[config.mk]
export PLATFORM = sky130hd
export DESIGN_NAME = sar_adc_conversion_control
export DESIGN_NICKNAME = d
export VERILOG_FILES = /design/src/shared/conv_ctrl_pkg.sv /design/src/core/sar_tick_gen.sv /design/src/core/result_formatter.sv /design/src/core/sar_adc_conversion_control.sv
export SDC_FILE = /design/constraint.sdc
export NUM_CORES = 1
export LEC_CHECK = 0
export BUFFER_PORTS_ARGS = -buffer_cell sky130_fd_sc_hd__buf_2
export CORE_MARGIN = 2
export CORE_UTILIZATION = 45
export CTS_CLUSTER_SIZE = 8
export DETAILED_ROUTE_END_ITERATION = 7
export PLACE_DENSITY = 0.79
export SLEW_MARGIN = 25
export SYNTH_ARGS = -nofsm -noshare
export SYNTH_HDL_FRONTEND = slang
export SYNTH_SLANG_ARGS = --single-unit
[constraint.sdc]
create_clock -name clock -period 1.45 [get_ports clock]
set_input_delay 0.0725 -clock clock [delete_from_list [all_inputs] [get_ports clock]]
set_output_delay 0.0725 -clock clock [all_outputs]
set_load 0.02 [all_outputs]
[src/shared/conv_ctrl_pkg.sv]
// Package of constants and types for the converter control block
package conv_ctrl_pkg;

    localparam int          DATA_BITS       = 10;
    localparam int          DIV_BITS        = 5;
    localparam logic [4:0]  DIV_RESET       = 5'h1F;
    localparam int          TRACK_CLOCKS    = 3;
    localparam logic [3:0]  CONVERT_CLOCKS  = 4'hC;

    // Start-source encodings
    localparam logic [1:0]  SRC_SOFTWARE    = 2'h0;
    localparam logic [1:0]  SRC_TIMER3      = 2'h1;
    localparam logic [1:0]  SRC_STROBE      = 2'h2;
    localparam logic [1:0]  SRC_TIMER2      = 2'h3;

    // Channel code fields
    localparam int          CH_TEMP_BIT     = 3;
    localparam int          CH_POL_BIT      = 0;
    localparam logic [3:0]  CH_TEMP_OUT     = 4'h8;

    localparam logic [7:0]  RESULT_RESET    = 8'h00;

    typedef enum logic [3:0] {
        ST_IDLE    = 4'b0001,
        ST_TRACK   = 4'b0010,
        ST_CONVERT = 4'b0100,
        ST_LOAD    = 4'b1000
    } conv_state_e;

endpackage

[src/core/sar_tick_gen.sv]
// Conversion clock tick generator dividing the system clock
`timescale 1ns/1ps
`default_nettype none
module sar_tick_gen
    import conv_ctrl_pkg::*;
(
    // Clock and reset
    input  wire logic                clock,
    input  wire logic                rst,
    // Control
    input  wire logic                run,
    input  wire logic [DIV_BITS-1:0] divisor,
    // Tick out
    output logic                     tick
);
    logic [DIV_BITS-1:0] count_r;
    logic [DIV_BITS-1:0] count_nxt;
    logic                tick_r;
    logic                tick_nxt;

    // One tick every divisor plus one system clocks
    always_comb begin
        count_nxt = count_r;
        tick_nxt  = 1'b0;
        if (!run) begin
            count_nxt = '0;
        end else if (count_r >= divisor) begin
            count_nxt = '0;
            tick_nxt  = 1'b1;
        end else begin
            count_nxt = count_r + 5'h01;
        end
    end

    always_ff @(posedge clock) begin
        if (rst) begin
            count_r <= '0;
            tick_r  <= 1'b0;
        end else begin
            count_r <= count_nxt;
            tick_r  <= tick_nxt;
        end
    end

    assign tick = tick_r;
endmodule
`default_nettype wire

[src/core/result_formatter.sv]
// Result formatting into high and low bytes
`timescale 1ns/1ps
`default_nettype none
module result_formatter
    import conv_ctrl_pkg::*;
(
    // Raw code and format controls
    input  wire logic [DATA_BITS-1:0] code,
    input  wire logic                 differential,
    input  wire logic                 left_justify_bit,
    // Formatted bytes
    output logic [7:0]                high_byte,
    output logic [7:0]                low_byte
);
    logic [15:0] word;

    always_comb begin
        word = 16'h0000;
        if (left_justify_bit) begin
            word = {code, 6'h00};
        end else if (differential) begin
            word = {{6{code[DATA_BITS-1]}}, code};
        end else begin
            word = {6'h00, code};
        end
        high_byte = word[15:8];
        low_byte  = word[7:0];
    end
endmodule
`default_nettype wire

[src/core/sar_adc_conversion_control.sv]
// Conversion control for the auxiliary 10-bit successive-approximation converter
`timescale 1ns/1ps
`default_nettype none
// Function
// - Converts only while enable bit set
// - Selector routes single pin, pair, or sensor
// - Code 0000 even minus odd, 0001 reversed
// - Result bytes loaded, justified by control bit
// - Single-ended unsigned, unused bits zero
// - Differential two's complement, sign or zero fill
// - Conversion clock is system clock over divisor+1
// - Exactly one selected start source
// - Busy during conversion; fall sets done flag
// - Timer width picks low or high overflow
// - Normal mode tracks except while converting
// - Low-power mode tracks three clocks then converts
// - Low-power strobe mode tracks while strobe low
// - Tracking may stop in standby or sleep
// - Start field 00 sw, 01 t3, 10 strobe, 11 t2
// - Busy write 1 starts only in software mode
// - Pair bit set makes two inputs one pair
module sar_adc_conversion_control
    import conv_ctrl_pkg::*;
(
    // Clock and reset
    input  wire logic                  clock,
    input  wire logic                  rst,
    // Control bits
    input  wire logic                  converter_enable_bit,
    input  wire logic                  low_power_track_select,
    input  wire logic [1:0]            start_source_select,
    input  wire logic                  left_justify_bit,
    input  wire logic [DIV_BITS-1:0]   conversion_clock_divisor,
    input  wire logic [3:0]            pair_config_reg,
    input  wire logic [3:0]            channel_code,
    input  wire logic                  interrupt_enable,
    input  wire logic                  standby_mode,
    // Software strobes
    input  wire logic                  busy_write_one,
    input  wire logic                  done_flag_clear,
    // Start event sources
    input  wire logic                  timer3_low_overflow,
    input  wire logic                  timer3_high_overflow,
    input  wire logic                  timer3_16bit_mode,
    input  wire logic                  timer2_low_overflow,
    input  wire logic                  timer2_high_overflow,
    input  wire logic                  timer2_16bit_mode,
    input  wire logic                  external_convert_strobe,
    // Analog front end
    input  wire logic [DATA_BITS-1:0]  sar_code,
    output logic [3:0]                 mux_positive,
    output logic [3:0]                 mux_negative,
    output logic                       mux_differential,
    output logic                       track_enable,
    output logic                       sample_hold,
    output logic                       analog_power,
    // Status and results
    output logic                       conversion_in_progress_bit,
    output logic                       conversion_done_flag,
    output logic                       interrupt_request,
    output logic [7:0]                 result_high_byte,
    output logic [7:0]                 result_low_byte
);
    conv_state_e  state_r;
    conv_state_e  state_nxt;
    logic [3:0]   clk_count_r;
    logic [3:0]   clk_count_nxt;
    logic         strobe_prev_r;
    logic         busy_r;
    logic         busy_nxt;
    logic         done_r;
    logic         done_nxt;
    logic         irq_r;
    logic         irq_nxt;
    logic [7:0]   high_r;
    logic [7:0]   high_nxt;
    logic [7:0]   low_r;
    logic [7:0]   low_nxt;
    logic [3:0]   pos_r;
    logic [3:0]   pos_nxt;
    logic [3:0]   neg_r;
    logic [3:0]   neg_nxt;
    logic         diff_r;
    logic         diff_nxt;
    logic         track_r;
    logic         track_nxt;
    logic         hold_r;
    logic         hold_nxt;
    logic         power_r;
    logic         power_nxt;
    logic         start_event;
    logic         strobe_rise;
    logic         tick;
    logic         conv_diff_r;
    logic         conv_diff_nxt;
    logic [7:0]   fmt_high;
    logic [7:0]   fmt_low;

    // Pick the overflow matching the timer width
    function automatic logic timer_overflow(input logic low_ovf, input logic high_ovf,
                                            input logic wide);
        timer_overflow = wide ? high_ovf : low_ovf;
    endfunction

    // Pair configuration bit covering a channel code
    function automatic logic pair_is_diff(input logic [3:0] code, input logic [3:0] cfg);
        pair_is_diff = !code[CH_TEMP_BIT] && cfg[code[2:1]];
    endfunction

    sar_tick_gen u_tick (
        .clock   (clock),
        .rst     (rst),
        .run     (converter_enable_bit),
        .divisor (conversion_clock_divisor),
        .tick    (tick)
    );

    result_formatter u_fmt (
        .code             (sar_code),
        .differential     (conv_diff_r),
        .left_justify_bit (left_justify_bit),
        .high_byte        (fmt_high),
        .low_byte         (fmt_low)
    );

    assign strobe_rise = external_convert_strobe && !strobe_prev_r;

    // Exactly one source is honoured
    always_comb begin
        case (start_source_select)
            SRC_SOFTWARE: start_event = busy_write_one;
            SRC_TIMER3:   start_event = timer_overflow(timer3_low_overflow,
                                            timer3_high_overflow, timer3_16bit_mode);
            SRC_STROBE:   start_event = strobe_rise;
            SRC_TIMER2:   start_event = timer_overflow(timer2_low_overflow,
                                            timer2_high_overflow, timer2_16bit_mode);
            default:      start_event = 1'b0;
        endcase
    end

    // Sequencer
    always_comb begin
        state_nxt     = state_r;
        clk_count_nxt = clk_count_r;
        busy_nxt      = busy_r;
        conv_diff_nxt = conv_diff_r;
        high_nxt      = high_r;
        low_nxt       = low_r;
        done_nxt      = done_r;
        irq_nxt       = irq_r;
        case (state_r)
            ST_IDLE: begin
                if (converter_enable_bit && start_event) begin
                    busy_nxt      = 1'b1;
                    clk_count_nxt = 4'h0;
                    conv_diff_nxt = pair_is_diff(channel_code, pair_config_reg);
                    if (low_power_track_select && start_source_select != SRC_STROBE) begin
                        state_nxt = ST_TRACK;
                    end else begin
                        state_nxt = ST_CONVERT;
                    end
                end
            end
            ST_TRACK: begin
                if (tick) begin
                    clk_count_nxt = clk_count_r + 4'h1;
                    if (clk_count_r == 4'(TRACK_CLOCKS - 1)) begin
                        clk_count_nxt = 4'h0;
                        state_nxt     = ST_CONVERT;
                    end
                end
            end
            ST_CONVERT: begin
                if (tick) begin
                    clk_count_nxt = clk_count_r + 4'h1;
                    if (clk_count_r == CONVERT_CLOCKS - 4'h1) begin
                        state_nxt = ST_LOAD;
                    end
                end
            end
            ST_LOAD: begin
                high_nxt  = fmt_high;
                low_nxt   = fmt_low;
                busy_nxt  = 1'b0;
                state_nxt = ST_IDLE;
            end
            default: begin
                state_nxt = ST_IDLE;
                busy_nxt  = 1'b0;
            end
        endcase
        if (!converter_enable_bit) begin
            state_nxt = ST_IDLE;
            busy_nxt  = 1'b0;
        end
        // Set wins over clear; flag sticks
        if (state_r == ST_LOAD) begin
            done_nxt = 1'b1;
        end else if (done_flag_clear) begin
            done_nxt = 1'b0;
        end
        irq_nxt = done_nxt && interrupt_enable;
    end

    // Input selector
    always_comb begin
        diff_nxt = pair_is_diff(channel_code, pair_config_reg);
        pos_nxt  = channel_code[CH_TEMP_BIT] ? CH_TEMP_OUT : channel_code;
        neg_nxt  = 4'h0;
        if (diff_nxt) begin
            pos_nxt = channel_code;
            neg_nxt = {channel_code[3:1], ~channel_code[CH_POL_BIT]};
        end
    end

    // Track-and-hold and power control
    always_comb begin
        power_nxt = converter_enable_bit;
        hold_nxt  = (state_nxt == ST_CONVERT) || (state_nxt == ST_LOAD);
        track_nxt = 1'b0;
        if (converter_enable_bit && !standby_mode) begin
            if (!low_power_track_select) begin
                track_nxt = !hold_nxt;
            end else if (start_source_select == SRC_STROBE) begin
                track_nxt = !external_convert_strobe && !hold_nxt;
            end else begin
                track_nxt = (state_nxt == ST_TRACK);
            end
        end
    end

    always_ff @(posedge clock) begin
        if (rst) begin
            state_r       <= ST_IDLE;
            clk_count_r   <= 4'h0;
            strobe_prev_r <= 1'b1;                                       // Pin idles high
            busy_r        <= 1'b0;
            done_r        <= 1'b0;
            irq_r         <= 1'b0;
            high_r        <= RESULT_RESET;
            low_r         <= RESULT_RESET;
            conv_diff_r   <= 1'b0;
            pos_r         <= 4'h0;
            neg_r         <= 4'h0;
            diff_r        <= 1'b0;
            track_r       <= 1'b0;
            hold_r        <= 1'b0;
            power_r       <= 1'b0;
        end else begin
            state_r       <= state_nxt;
            clk_count_r   <= clk_count_nxt;
            strobe_prev_r <= external_convert_strobe;
            busy_r        <= busy_nxt;
            done_r        <= done_nxt;
            irq_r         <= irq_nxt;
            high_r        <= high_nxt;
            low_r         <= low_nxt;
            conv_diff_r   <= conv_diff_nxt;
            pos_r         <= pos_nxt;
            neg_r         <= neg_nxt;
            diff_r        <= diff_nxt;
            track_r       <= track_nxt;
            hold_r        <= hold_nxt;
            power_r       <= power_nxt;
        end
    end

    assign conversion_in_progress_bit = busy_r;
    assign conversion_done_flag       = done_r;
    assign interrupt_request          = irq_r;
    assign result_high_byte           = high_r;
    assign result_low_byte            = low_r;
    assign mux_positive               = pos_r;
    assign mux_negative               = neg_r;
    assign mux_differential           = diff_r;
    assign track_enable               = track_r;
    assign sample_hold                = hold_r;
    assign analog_power               = power_r;
endmodule
`default_nettype wire

Word-level counts from Yosys, hierarchy flattened. Cells that the tools add are included. Widths: inputs -> output; s select.

Input port bits: 41. Output and inout port bits: 31. Logic and storage cells: 94. Flip-flop bits (word level): 47.

Bitwise gates (word level): 5. Eq/ne operators: 16. $add $sub $neg: 2. Magnitude comparators: 2. Multiplexer cells: 29. Reductions and logical operators: 23.

Operators by type and width (count): $mux 4 (12); $mux 16 (2); $pmux 4 s3 (2); $eq 4x2->1 const B (3); $eq 4x4->1 const B (3); $mux 1 (9); $eq 4x3->1 const B (2); $reduce_or 2->1 (4); $logic_and 1x1->1 (7); $add 5x1->5 const B (1); $ge 5x5->1 (1); $logic_not 1->1 (5); $not 1->1 (5); $add 4x1->4 const B (1); $eq 2x2->1 const B (2); $eq 4x1->1 const B (1); $ne 2x1->1 const B (2); $ne 2x2->1 const B (2); $pmux 1 s4 (1); $reduce_and 2->1 (2); $reduce_and 4->1 (1); $lt 2x3->1 const B (1); $mux 3 (1); $reduce_bool 3->1 (1); other kinds (6) (6).

Longest topological paths before layout. Gate-level depths: netlist (run 1).

Word-level depth: 13. Mapped depth: 7. Mapped depth without buffers: 7.

Hierarchy. A second synthesis (run 1) with hierarchy kept.

Cells, all modules: 240. Area, all modules: 2120.8 um2.

Modules (own cells, without submodules): sar_adc_conversion_control (sequential area each 820.8 um2, area an instance 1602.8 um2, cells each 180, instances 1); sar_tick_gen (sequential area each 120.1 um2, area an instance 332.8 um2, cells each 36, instances 1); result_formatter (sequential area each 0.0 um2, area an instance 185.2 um2, cells each 24, instances 1).

Worst setup path before layout (run 1). Ideal clock, no wire load.

Path type: register -> register. From: register state_r[1]. To: register clk_count_r[0]. Path slack: -0.135 ns. Period minus slack after synthesis: 1.585 ns. Data required time: 1.329 ns. Setup time: 0.121 ns. Cell stages (with the launch flop): 7. Data arrival time: 1.464 ns. Path buffers: 1. Cells stage by stage: dfxtp_1 buf_2 nor4b_2 nand2_1 nor3_4 a21o_4 mux2_4.

Cells in the longest elaborated chain, start to end: 3. Elaborated cells between the ends (all ways): 9. Classes of those cells: eq/ne: 6; mux: 1; reduce/logical: 2.

RTL lines: start: declaration (RTL line sar_adc_conversion_control.sv:64) `conv_state_e state_r;`; start signal: assignment (RTL line sar_adc_conversion_control.sv:250) `state_r <= state_nxt;`; $eq 4x2->1 (tied with other cells) (RTL line sar_adc_conversion_control.sv:151) `case (state_r)`; $ne 2x1->1 (no source line) (tied with other cells); $reduce_and 4->1 (no source line); end signal: assignment (RTL line sar_adc_conversion_control.sv:251) `clk_count_r <= clk_count_nxt;`; end: declaration (RTL line sar_adc_conversion_control.sv:66) `logic [3:0] clk_count_r;`.

Several ways; a longest one is shown, not always the timed one. A chain may end at the register's enable or synchronous reset.

Worst setup path in the final report (run 1).
From: register state_r[0]. To: register high_r[2], in the netlist result_high_byte[2].

Cells in the longest elaborated chain, start to end: 1.

RTL lines: $eq 4x4->1 (RTL line sar_adc_conversion_control.sv:151); end signal: assignment (RTL line sar_adc_conversion_control.sv:256) `high_r <= high_nxt;`; end: declaration (RTL line sar_adc_conversion_control.sv:75) `logic [7:0] high_r;`.

No other way between the ends.

==> metrics.md, run 1 <==
| Metric | Value |
|---|---|
| Delay of the slowest cell on the worst path | `0.55 ns` |
| Worst hold path startpoint | `channel_code[2]` |
| Count of synthesis-stage warnings from yosys | `0` |
| TritonCTS clock tree | `yes` |
| Die outline height | `slightly above 70 µm` |
| Leakage component of the power | `approximately 1.3 nW` |
| Number of vias per cell after detailed routing | `5.02` |
| Met1 track demand over resource | `between 20% and 30%` |
| Final routed DRC violation total | `0` |
| Post-synth design cell area | `~0.0021 mm²` |
| Final setup margin | `-0.0181 ns` |
| Worst R2R End | `result_high_byte[2]` |
| Net Count, Synth | `~270` |
| Power share of the clock group | `around 33%` |
| Largest fanout on the critical path | `10` |
| Int Power | `around 0.0019 W` |
| Clock transition time at the flip-flop clock pins of the worst setup and hold paths | `~0.090 ns` |
| Share of layout cells above drive strength 1 | `approximately two fifths` |
| Violations in the final reports | `negative setup slack` |
| Clock Sink Count | `47` |
| Clock latency at the later pin of the worst-skew pair | `roughly 0.30 ns` |
| Hold violation total from the final report | `0` |
| Worst-case hold slack | `between 0.02 and 0.03 ns` |
| Global-route wire length before repair | `between 7000 and 8000 µm` |
| First-pass detailed-route iteration total | `4` |
| Overall power | `between 0.002 and 0.0025 W` |
| Cell count of the worst hold path | `2` |
| # H-tree levels | `2` |
| Number of cells produced by synthesis | `223` |
| Cell depth of the worst flop-to-flop path | `4` |
| Endpoint of the worst hold-timing path | `mux_positive[2]` |
| Maxcap violations | `0` |
| Run status | `finished, violations left` |
| Number of distinct library cells after synthesis | `46` |
| Setup-failing EPs final | `8` |
| Count of vias placed by the detailed router | `about 1800` |
| Flip-flop cell with the highest count after synthesis | `sky130_fd_sc_hd__dfxtp_1` |
| Cell at the root of the clock tree | `sky130_fd_sc_hd__clkbuf_8` |
| Setup repair after global routing missed its margin | `yes` |
| Critical-path cell list | `or4b_1 > buf_6 > a21oi_4 > a211oi_1` |
| Count of input and output buffers | `between 70 and 80` |
| Num ports | `72` |
| Grt ovf | `0` |
| Number of DRC markers after the initial detailed-route iteration | `44` |
| Die ar. | `0.00521 mm²` |
| Power density normalized to cell area | `~880 mW/mm²` |
| Net switching component of the power | `between 0.0006 and 0.0007 W` |
| Seq pwr share | `a little over half` |
| CP Data Arrival Time | `1.65 ns` |
| Critical path capture point type | `flip-flop` |
| Final GP Congestion | `0.830` |
| Estimated wirelength of the detail-placed design | `about 3300 µm` |
| Area share of the largest cell type after synthesis | `about 45%` |
| FMAX | `0.681 GHz` |
| Site Rows | `24` |
| Layer with the highest usage | `met2` |
| Core region area | `0.00441 mm²` |
| Die width | `approximately 72 µm` |
| Final Critical Period | `about 1.5 ns` |
| M2 GR Usage | `just under 30%` |
| Synthesized area per cell | `roughly 9.4 µm²` |
| Cell with the largest stage delay on the worst path | `sky130_fd_sc_hd__or4b_1` |
| Post-Route WL | `4550 µm` |
| Setup slack after placement | `-0.0597 ns` |
| Sequential fraction of the synthesis area | `45.0%` |
| RR Startpoint | `state_r[0]` |
| Largest cells by area after synthesis | `sky130_fd_sc_hd__dfxtp_1 45%, sky130_fd_sc_hd__ha_1 4.8%, sky130_fd_sc_hd__nor2_1 4.3%, sky130_fd_sc_hd__a211oi_1 3.9%, sky130_fd_sc_hd__a21oi_1 3.3%` |
| Routed wire length per instance | `between 10 and 15 µm` |
| P&R area growth vs syn | `35.9%` |
| Met3 layer usage reported by global route | `between 3 and 4%` |
| Kind of critical path | `flip-flop to flip-flop` |
| Fraction of power consumed by combinational cells | `approximately 14%` |
| Final-layout fill cell count | `357` |
| Via count of the first global-routing pass | `1643` |
| Count of flip-flops with a built-in enable after synthesis | `0` |
| Overall fraction of global-route tracks in use | `between 10% and 20%` |
| Post-Route Skew | `around 0.0061 ns` |
| Pin count of the biggest net entering global routing | `28` |
| Number of antenna repair diodes | `0` |
| Max IR drop VDD | `a little over 0.0005 V` |
| Number of antenna violations at the first check in global routing | `0` |
| Sw Ratio | `24.8%` |
| Final-report max-slew violation count | `0` |
| Worst min path class | `input pin to flip-flop` |
| Number of CTS-inserted buffers | `5` |
| Final core utilization | `between 60% and 70%` |
| Crit share post-route | `101%` |
| Remaining antenna violation count after routing | `0` |
| CP Data Required Time | `around 1.6 ns` |
| Slack of the worst reg-to-reg path | `-0.02 ns` |
| Post-synthesis cell type with the largest combined area | `sky130_fd_sc_hd__dfxtp_1` |
| Number of synthesized register bits | `47` |
| Max Buffers Root-to-Sink | `2` |
| FFs w/ async S/R, synth | `0%` |
| Final net count | `360` |
| Starting utilization of the core area | `between 40% and 50%` |
| Kind of launch point of the worst setup path | `flip-flop` |
==> registers in the layout, indices dropped and copies added (netlist names), 4 cells and up <==
name              cells
state_r               4
u_tick.count_r        5
result_low_byte       8
mux_negative          4
clk_count_r           4
result_high_byte      8
mux_positive          4
==> synth_stat cells, drive strengths merged, types with 2 or more instances <==
master,n
a21oi,16
nor2,24
o21ai,6
nand3,5
nand3b,6
xnor2,2
and2,6
or2,3
ha,8
nor3,10
or4b,3
nand2b,6
a211oi,11
mux2,4
clkbuf,3
inv,9
mux2i,5
nor4b,3
buf,5
nor2b,7
nand2,17
xor2,4
a31oi,3
a21o,2
dfxtp,47
==> power by group through the flow <==
| stage | Clock (W) | Sequential, W | Combinational (W) |
|---|---|---|---|
| final | 0.000819 | 0.00133 | 0.000338 |
| after global routing | 0.000896 | 0.00134 | 0.000374 |
| after floorplan | 0 | 0.00138 | 0.000151 |
| after CTS | 0.000859 | 0.00133 | 0.000316 |
| after global placement | 0 | 0.00136 | 0.000286 |
| after detailed placement | 0 | 0.00136 | 0.000290 |
==> logic make-up after synthesis <==
group | count (synthesis) | share of synthesized area (%)
AO/OA/AOI/OAI | 42 | 13.6
adder cells (fa/ha/maj) | 8 | 4.78
other | 1 | 0.179
XOR/XNOR | 6 | 2.51
multiplexers | 9 | 4.90
AND/OR/NAND/NOR | 93 | 25.7
buffers and inverters | 17 | 3.41
flip-flops | 47 | 45.0
==> stage by stage <==
step	TNS [ns]	cell area, µm²	std cells
detailed placement	-0.549	2610	352
global route	-0.981	2840	364
floorplan	-0.191	2130	223
finish	-0.0949	2840	364
global placement	-0.380	2610	352
CTS	-0.206	2790	363
==> cells in the final DEF (no fill, tap or decap), types with 2 or more instances in the layout <==
cell / instances
sky130_fd_sc_hd__or2_2: 2
sky130_fd_sc_hd__a21oi_2: 2
sky130_fd_sc_hd__buf_2: 71
sky130_fd_sc_hd__dfxtp_2: 5
sky130_fd_sc_hd__dlygate4sd3_1: 3
sky130_fd_sc_hd__nor4b_4: 2
sky130_fd_sc_hd__nand3b_1: 6
sky130_fd_sc_hd__xnor2_1: 2
sky130_fd_sc_hd__nand2b_1: 5
sky130_fd_sc_hd__dfxtp_1: 42
sky130_fd_sc_hd__inv_1: 8
sky130_fd_sc_hd__o21ai_0: 5
sky130_fd_sc_hd__clkbuf_8: 6
sky130_fd_sc_hd__mux2_4: 2
sky130_fd_sc_hd__and2_1: 6
sky130_fd_sc_hd__ha_1: 7
sky130_fd_sc_hd__nor2b_1: 7
sky130_fd_sc_hd__a21oi_1: 13
sky130_fd_sc_hd__buf_4: 13
sky130_fd_sc_hd__nor2_1: 24
sky130_fd_sc_hd__mux2i_1: 5
sky130_fd_sc_hd__xor2_1: 4
sky130_fd_sc_hd__nor3_2: 4
sky130_fd_sc_hd__nor3_1: 5
sky130_fd_sc_hd__nand3_1: 5
sky130_fd_sc_hd__a211oi_1: 9
sky130_fd_sc_hd__nand2_1: 16
==> critical path, delay by kind of cell (launching register included) <==
| family | cells | cell delay, ns |
|---|---|---|
| buffers and inverters | 1 | 0.17 |
| flip-flops | 1 | 0.35 |
| AND/OR/NAND/NOR | 1 | 0.55 |
| AO/OA/AOI/OAI | 2 | 0.27 |
==> worst max-delay path by stage <==
stage	slack, ns	from	depth (start not counted)	end
after detailed placement	-0.06	state_r[1]	6	track_enable
after global routing	-0.08	state_r[1]	6	conv_diff_r
after floorplan	-0.1	state_r[1]	6	clk_count_r[0]
after global placement	-0.04	state_r[1]	4	result_high_byte[4]
final	-0.02	state_r[0]	4	result_high_byte[2]
after CTS	-0.04	state_r[1]	5	clk_count_r[0]
==> repair_timing <==
action	in CTS	in global routing
hold buffers	3	0
pin swaps	4	7
resized for setup	13	7
setup endpoints to repair	20	23
setup buffers	0	1
hold endpoints to repair	4	0
==> per-layer routing <==
layer  routed length, µm  up-vias  share of wire [%]
met2                2190       57                 48
met5                   0        -                  0
met4                  70        0                1.5
met3                 258        4                5.7
li1                    -      945                  -
met1                2030      820                 45
==> layout make-up <==
cell class                      count  area, µm²  area share [%]
Timing Repair Buffer               89        514            18.1
Clock inverter                      2       16.3           0.572
Tap cell                           52       65.1            2.29
Inverter                            9       33.8            1.19
Clock buffer                        6       82.6            2.90
Multi-Input combinational cell    159       1180            41.6
Sequential cell                    47        947            33.3
Note: power is estimated with default switching activity, not from simulation.
==> inputs of run 2 (changes only) <==
- CELL_PAD_IN_SITES_DETAIL_PLACEMENT: not set -> 1
- CELL_PAD_IN_SITES_GLOBAL_PLACEMENT: not set -> 1
- CORE_UTILIZATION: 45 -> 33
- PLACE_DENSITY: 0.79 -> 0.78
==> metrics.md, run 2 (same netlist as run 1, synthesis figures left out) <==
| Metric | Value |
|---|---|
| Run status | `finished, violations left (unchanged)` |
| Share of layout cells above drive strength 1 | `41.5% (was 41.0%)` |
| Most frequent cells in the layout | `71 x sky130_fd_sc_hd__buf_2, 42 x sky130_fd_sc_hd__dfxtp_1, 24 x sky130_fd_sc_hd__nor2_1 (unchanged)` |
| Post-Route WL | `5410 µm (was 4550 µm)` |
| Violations in the final reports | `negative setup slack (unchanged)` |
| Endpoint of the worst hold-timing path | `mux_positive[2] (unchanged)` |
| Final-layout setup total negative slack | `-0.372 ns (was -0.0949 ns)` |
| Core region area | `0.00624 mm² (was 0.00441 mm²)` |
| Final net count | `365 (was 360)` |
| Final Critical Period | `1.54 ns (was 1.47 ns)` |
| Number of vias per cell after detailed routing | `4.87 (was 5.02)` |
| Cell at the root of the clock tree | `sky130_fd_sc_hd__clkbuf_8 (unchanged)` |
| Setup slack after placement | `-0.0845 ns (was -0.0597 ns)` |
| Most common library cell in the layout ignoring fill and taps | `sky130_fd_sc_hd__buf_2 (unchanged)` |
| Via count of the first global-routing pass | `1919 (was 1643)` |
| Grt ovf | `0 (unchanged)` |
| Overall fraction of global-route tracks in use | `16.0% (was 17.8%)` |
| CP Data Arrival Time | `1.78 ns (was 1.65 ns)` |
| Cell count of the worst hold path | `2 (unchanged)` |
| Post-route insts no fill | `393 (was 364)` |
| Routed wire length per instance | `13.8 µm (was 12.5 µm)` |
| Die outline height | `83.6 µm (was 72.2 µm)` |
| Max IR drop VDD | `0.000417 V (was 0.000513 V)` |
| Count of input and output buffers | `71 (unchanged)` |
| Largest fanout on the critical path | `6 (was 10)` |
| FMAX | `0.651 GHz (was 0.681 GHz)` |
| RR Startpoint | `state_r[0] (unchanged)` |
| Post-Route Skew | `0.00963 ns (was 0.00609 ns)` |
| Clock latency at the later pin of the worst-skew pair | `0.30 ns (about the same)` |
| Worst min path class | `input pin to flip-flop (unchanged)` |
| Crit share post-route | `106% (was 101%)` |
| Leakage component of the power | `1.29 nW (was 1.26 nW)` |
| Count of vias placed by the detailed router | `1913 (was 1826)` |
| Setup repair after global routing missed its margin | `yes (unchanged)` |
| Maxcap violations | `0 (unchanged)` |
| Area occupied by multi-input gates | `0.00118 mm² (unchanged)` |
| Clock transition time at the flip-flop clock pins of the worst setup and hold paths | `0.09 ns (about the same)` |
| Slack of the worst reg-to-reg path | `-0.09 ns (was -0.02 ns)` |
| Final core utilization | `46.7% (was 64.4%)` |
| Die ar. | `0.00699 mm² (was 0.00521 mm²)` |
| P&R area growth vs syn | `39.2% (was 35.9%)` |
| Kind of critical path | `flip-flop to flip-flop (unchanged)` |
| Worst R2R End | `clk_count_r[0] (was result_high_byte[2])` |
| Final-layout fill cell count | `756 (was 357)` |
| Storage cell area | `947 µm² (unchanged)` |
| Delay of the slowest cell on the worst path | `0.59 ns (was 0.55 ns)` |
| Number of CTS-inserted buffers | `5 (unchanged)` |
| Cell total after placement | `381 (was 352)` |
| Cell depth of the worst flop-to-flop path | `5 (was 4)` |
| Cell with the largest stage delay on the worst path | `sky130_fd_sc_hd__or4b_1 (unchanged)` |
| Final-report max-slew violation count | `0 (unchanged)` |
| Estimated wirelength of the detail-placed design | `4080 µm (was 3300 µm)` |
| Critical-path cell list | `or4b_1 > a21oi_1 > o21bai_1 > nor2_1 > mux2_4 (was or4b_1 > buf_6 > a21oi_4 > a211oi_1)` |
| Pin count of the biggest net entering global routing | `20 (was 28)` |
| First-pass detailed-route iteration total | `5 (was 4)` |
| Number of antenna violations at the first check in global routing | `0 (unchanged)` |
| TritonCTS clock tree | `yes (unchanged)` |
| Remaining antenna violation count after routing | `0 (unchanged)` |
| # H-tree levels | `2 (unchanged)` |
| Power density normalized to cell area | `903 mW/mm² (was 877 mW/mm²)` |
| Final GP Congestion | `0.854 (was 0.830)` |
| Number of DRC markers after the initial detailed-route iteration | `51 (was 44)` |
| Critical path capture point type | `flip-flop (unchanged)` |
| Starting utilization of the core area | `33.5% (was 47.4%)` |
| Kind of launch point of the worst setup path | `flip-flop (unchanged)` |
| Number of antenna repair diodes | `0 (unchanged)` |
| Hold violation total from the final report | `0 (unchanged)` |
| Worst hold path startpoint | `channel_code[2] (unchanged)` |
| Overall power | `0.00263 W (was 0.00249 W)` |
| CP Data Required Time | `1.69 ns (was 1.63 ns)` |
| Global-route wire length before repair | `9130 µm (was 7250 µm)` |
| Final routed DRC violation total | `0 (unchanged)` |
| Max Buffers Root-to-Sink | `2 (unchanged)` |
| Site Rows | `29 (was 24)` |
| Die width | `83.6 µm (was 72.2 µm)` |
| Setup-failing EPs final | `13 (was 8)` |
| Num ports | `72 (unchanged)` |
| Final setup margin | `-0.0868 ns (was -0.0181 ns)` |
| Clock Sink Count | `47 (unchanged)` |
[run 2: final cells by class]
class,instances,share of cell area (%)
clock buffers,5,2.36
well taps,77,3.31
repair buffers,94,18.7
multi-input cells,159,40.6
inverters,9,1.16
clock inverters,2,1.29
flip-flops and latches,47,32.5
[run 2: layer usage]
metal	vias to the layer above	part of all wire, %	routed length (µm)	track usage (%)
li1	953	-	-	-
met1	887	44	2390	19.9
met2	61	49	2630	27.4
met3	12	5.0	268	3.26
met4	0	2.2	119	5.72
met5	-	0	0	0
[run 2: worst max-delay path by stage]
stage / startpoint / endpoint / slack, ns / cells past startpoint
floorplan: state_r[1] / clk_count_r[0] / -0.1 / 6
global placement: state_r[1] / clk_count_r[0] / -0.05 / 5
detailed placement: state_r[2] / state_r[2] / -0.08 / 6
CTS: state_r[1] / clk_count_r[0] / -0.08 / 5
global route: state_r[3] / clk_count_r[0] / -0.17 / 5
finish: state_r[0] / clk_count_r[0] / -0.09 / 5
[run 2: timing repair]
item                                   4_1_cts  5_1_grt
buffers inserted                             0        1
pin swaps                                    8        7
hold buffers                                 4        0
setup endpoints to repair                   24       25
endpoints found under the hold margin        5        0
resized for setup                           17        7
[run 2: where the power goes]
part           internal, W  switching [W]
registers          0.00132      0.0000168
logic             0.000173       0.000178
clock network     0.000504       0.000438
[run 2: critical path: cells and delay by family (launching register included)]
family	cells	cell delay, ns
AOI/OAI and AO/OA	2	0.28
DFF	1	0.36
muxes	1	0.14
and+or+nand+nor	2	0.69
[run 2: metrics by stage]
| step | hold WS (ns) | area (µm²) |
|---|---|---|
| finish | 0.0300 | 2910 |
| global route | 0.0296 | 2910 |
| CTS | 0.0222 | 2880 |
| detailed placement | 0.247 | 2660 |
| global placement | 0.242 | 2660 |
| floorplan | 0.144 | 2130 |
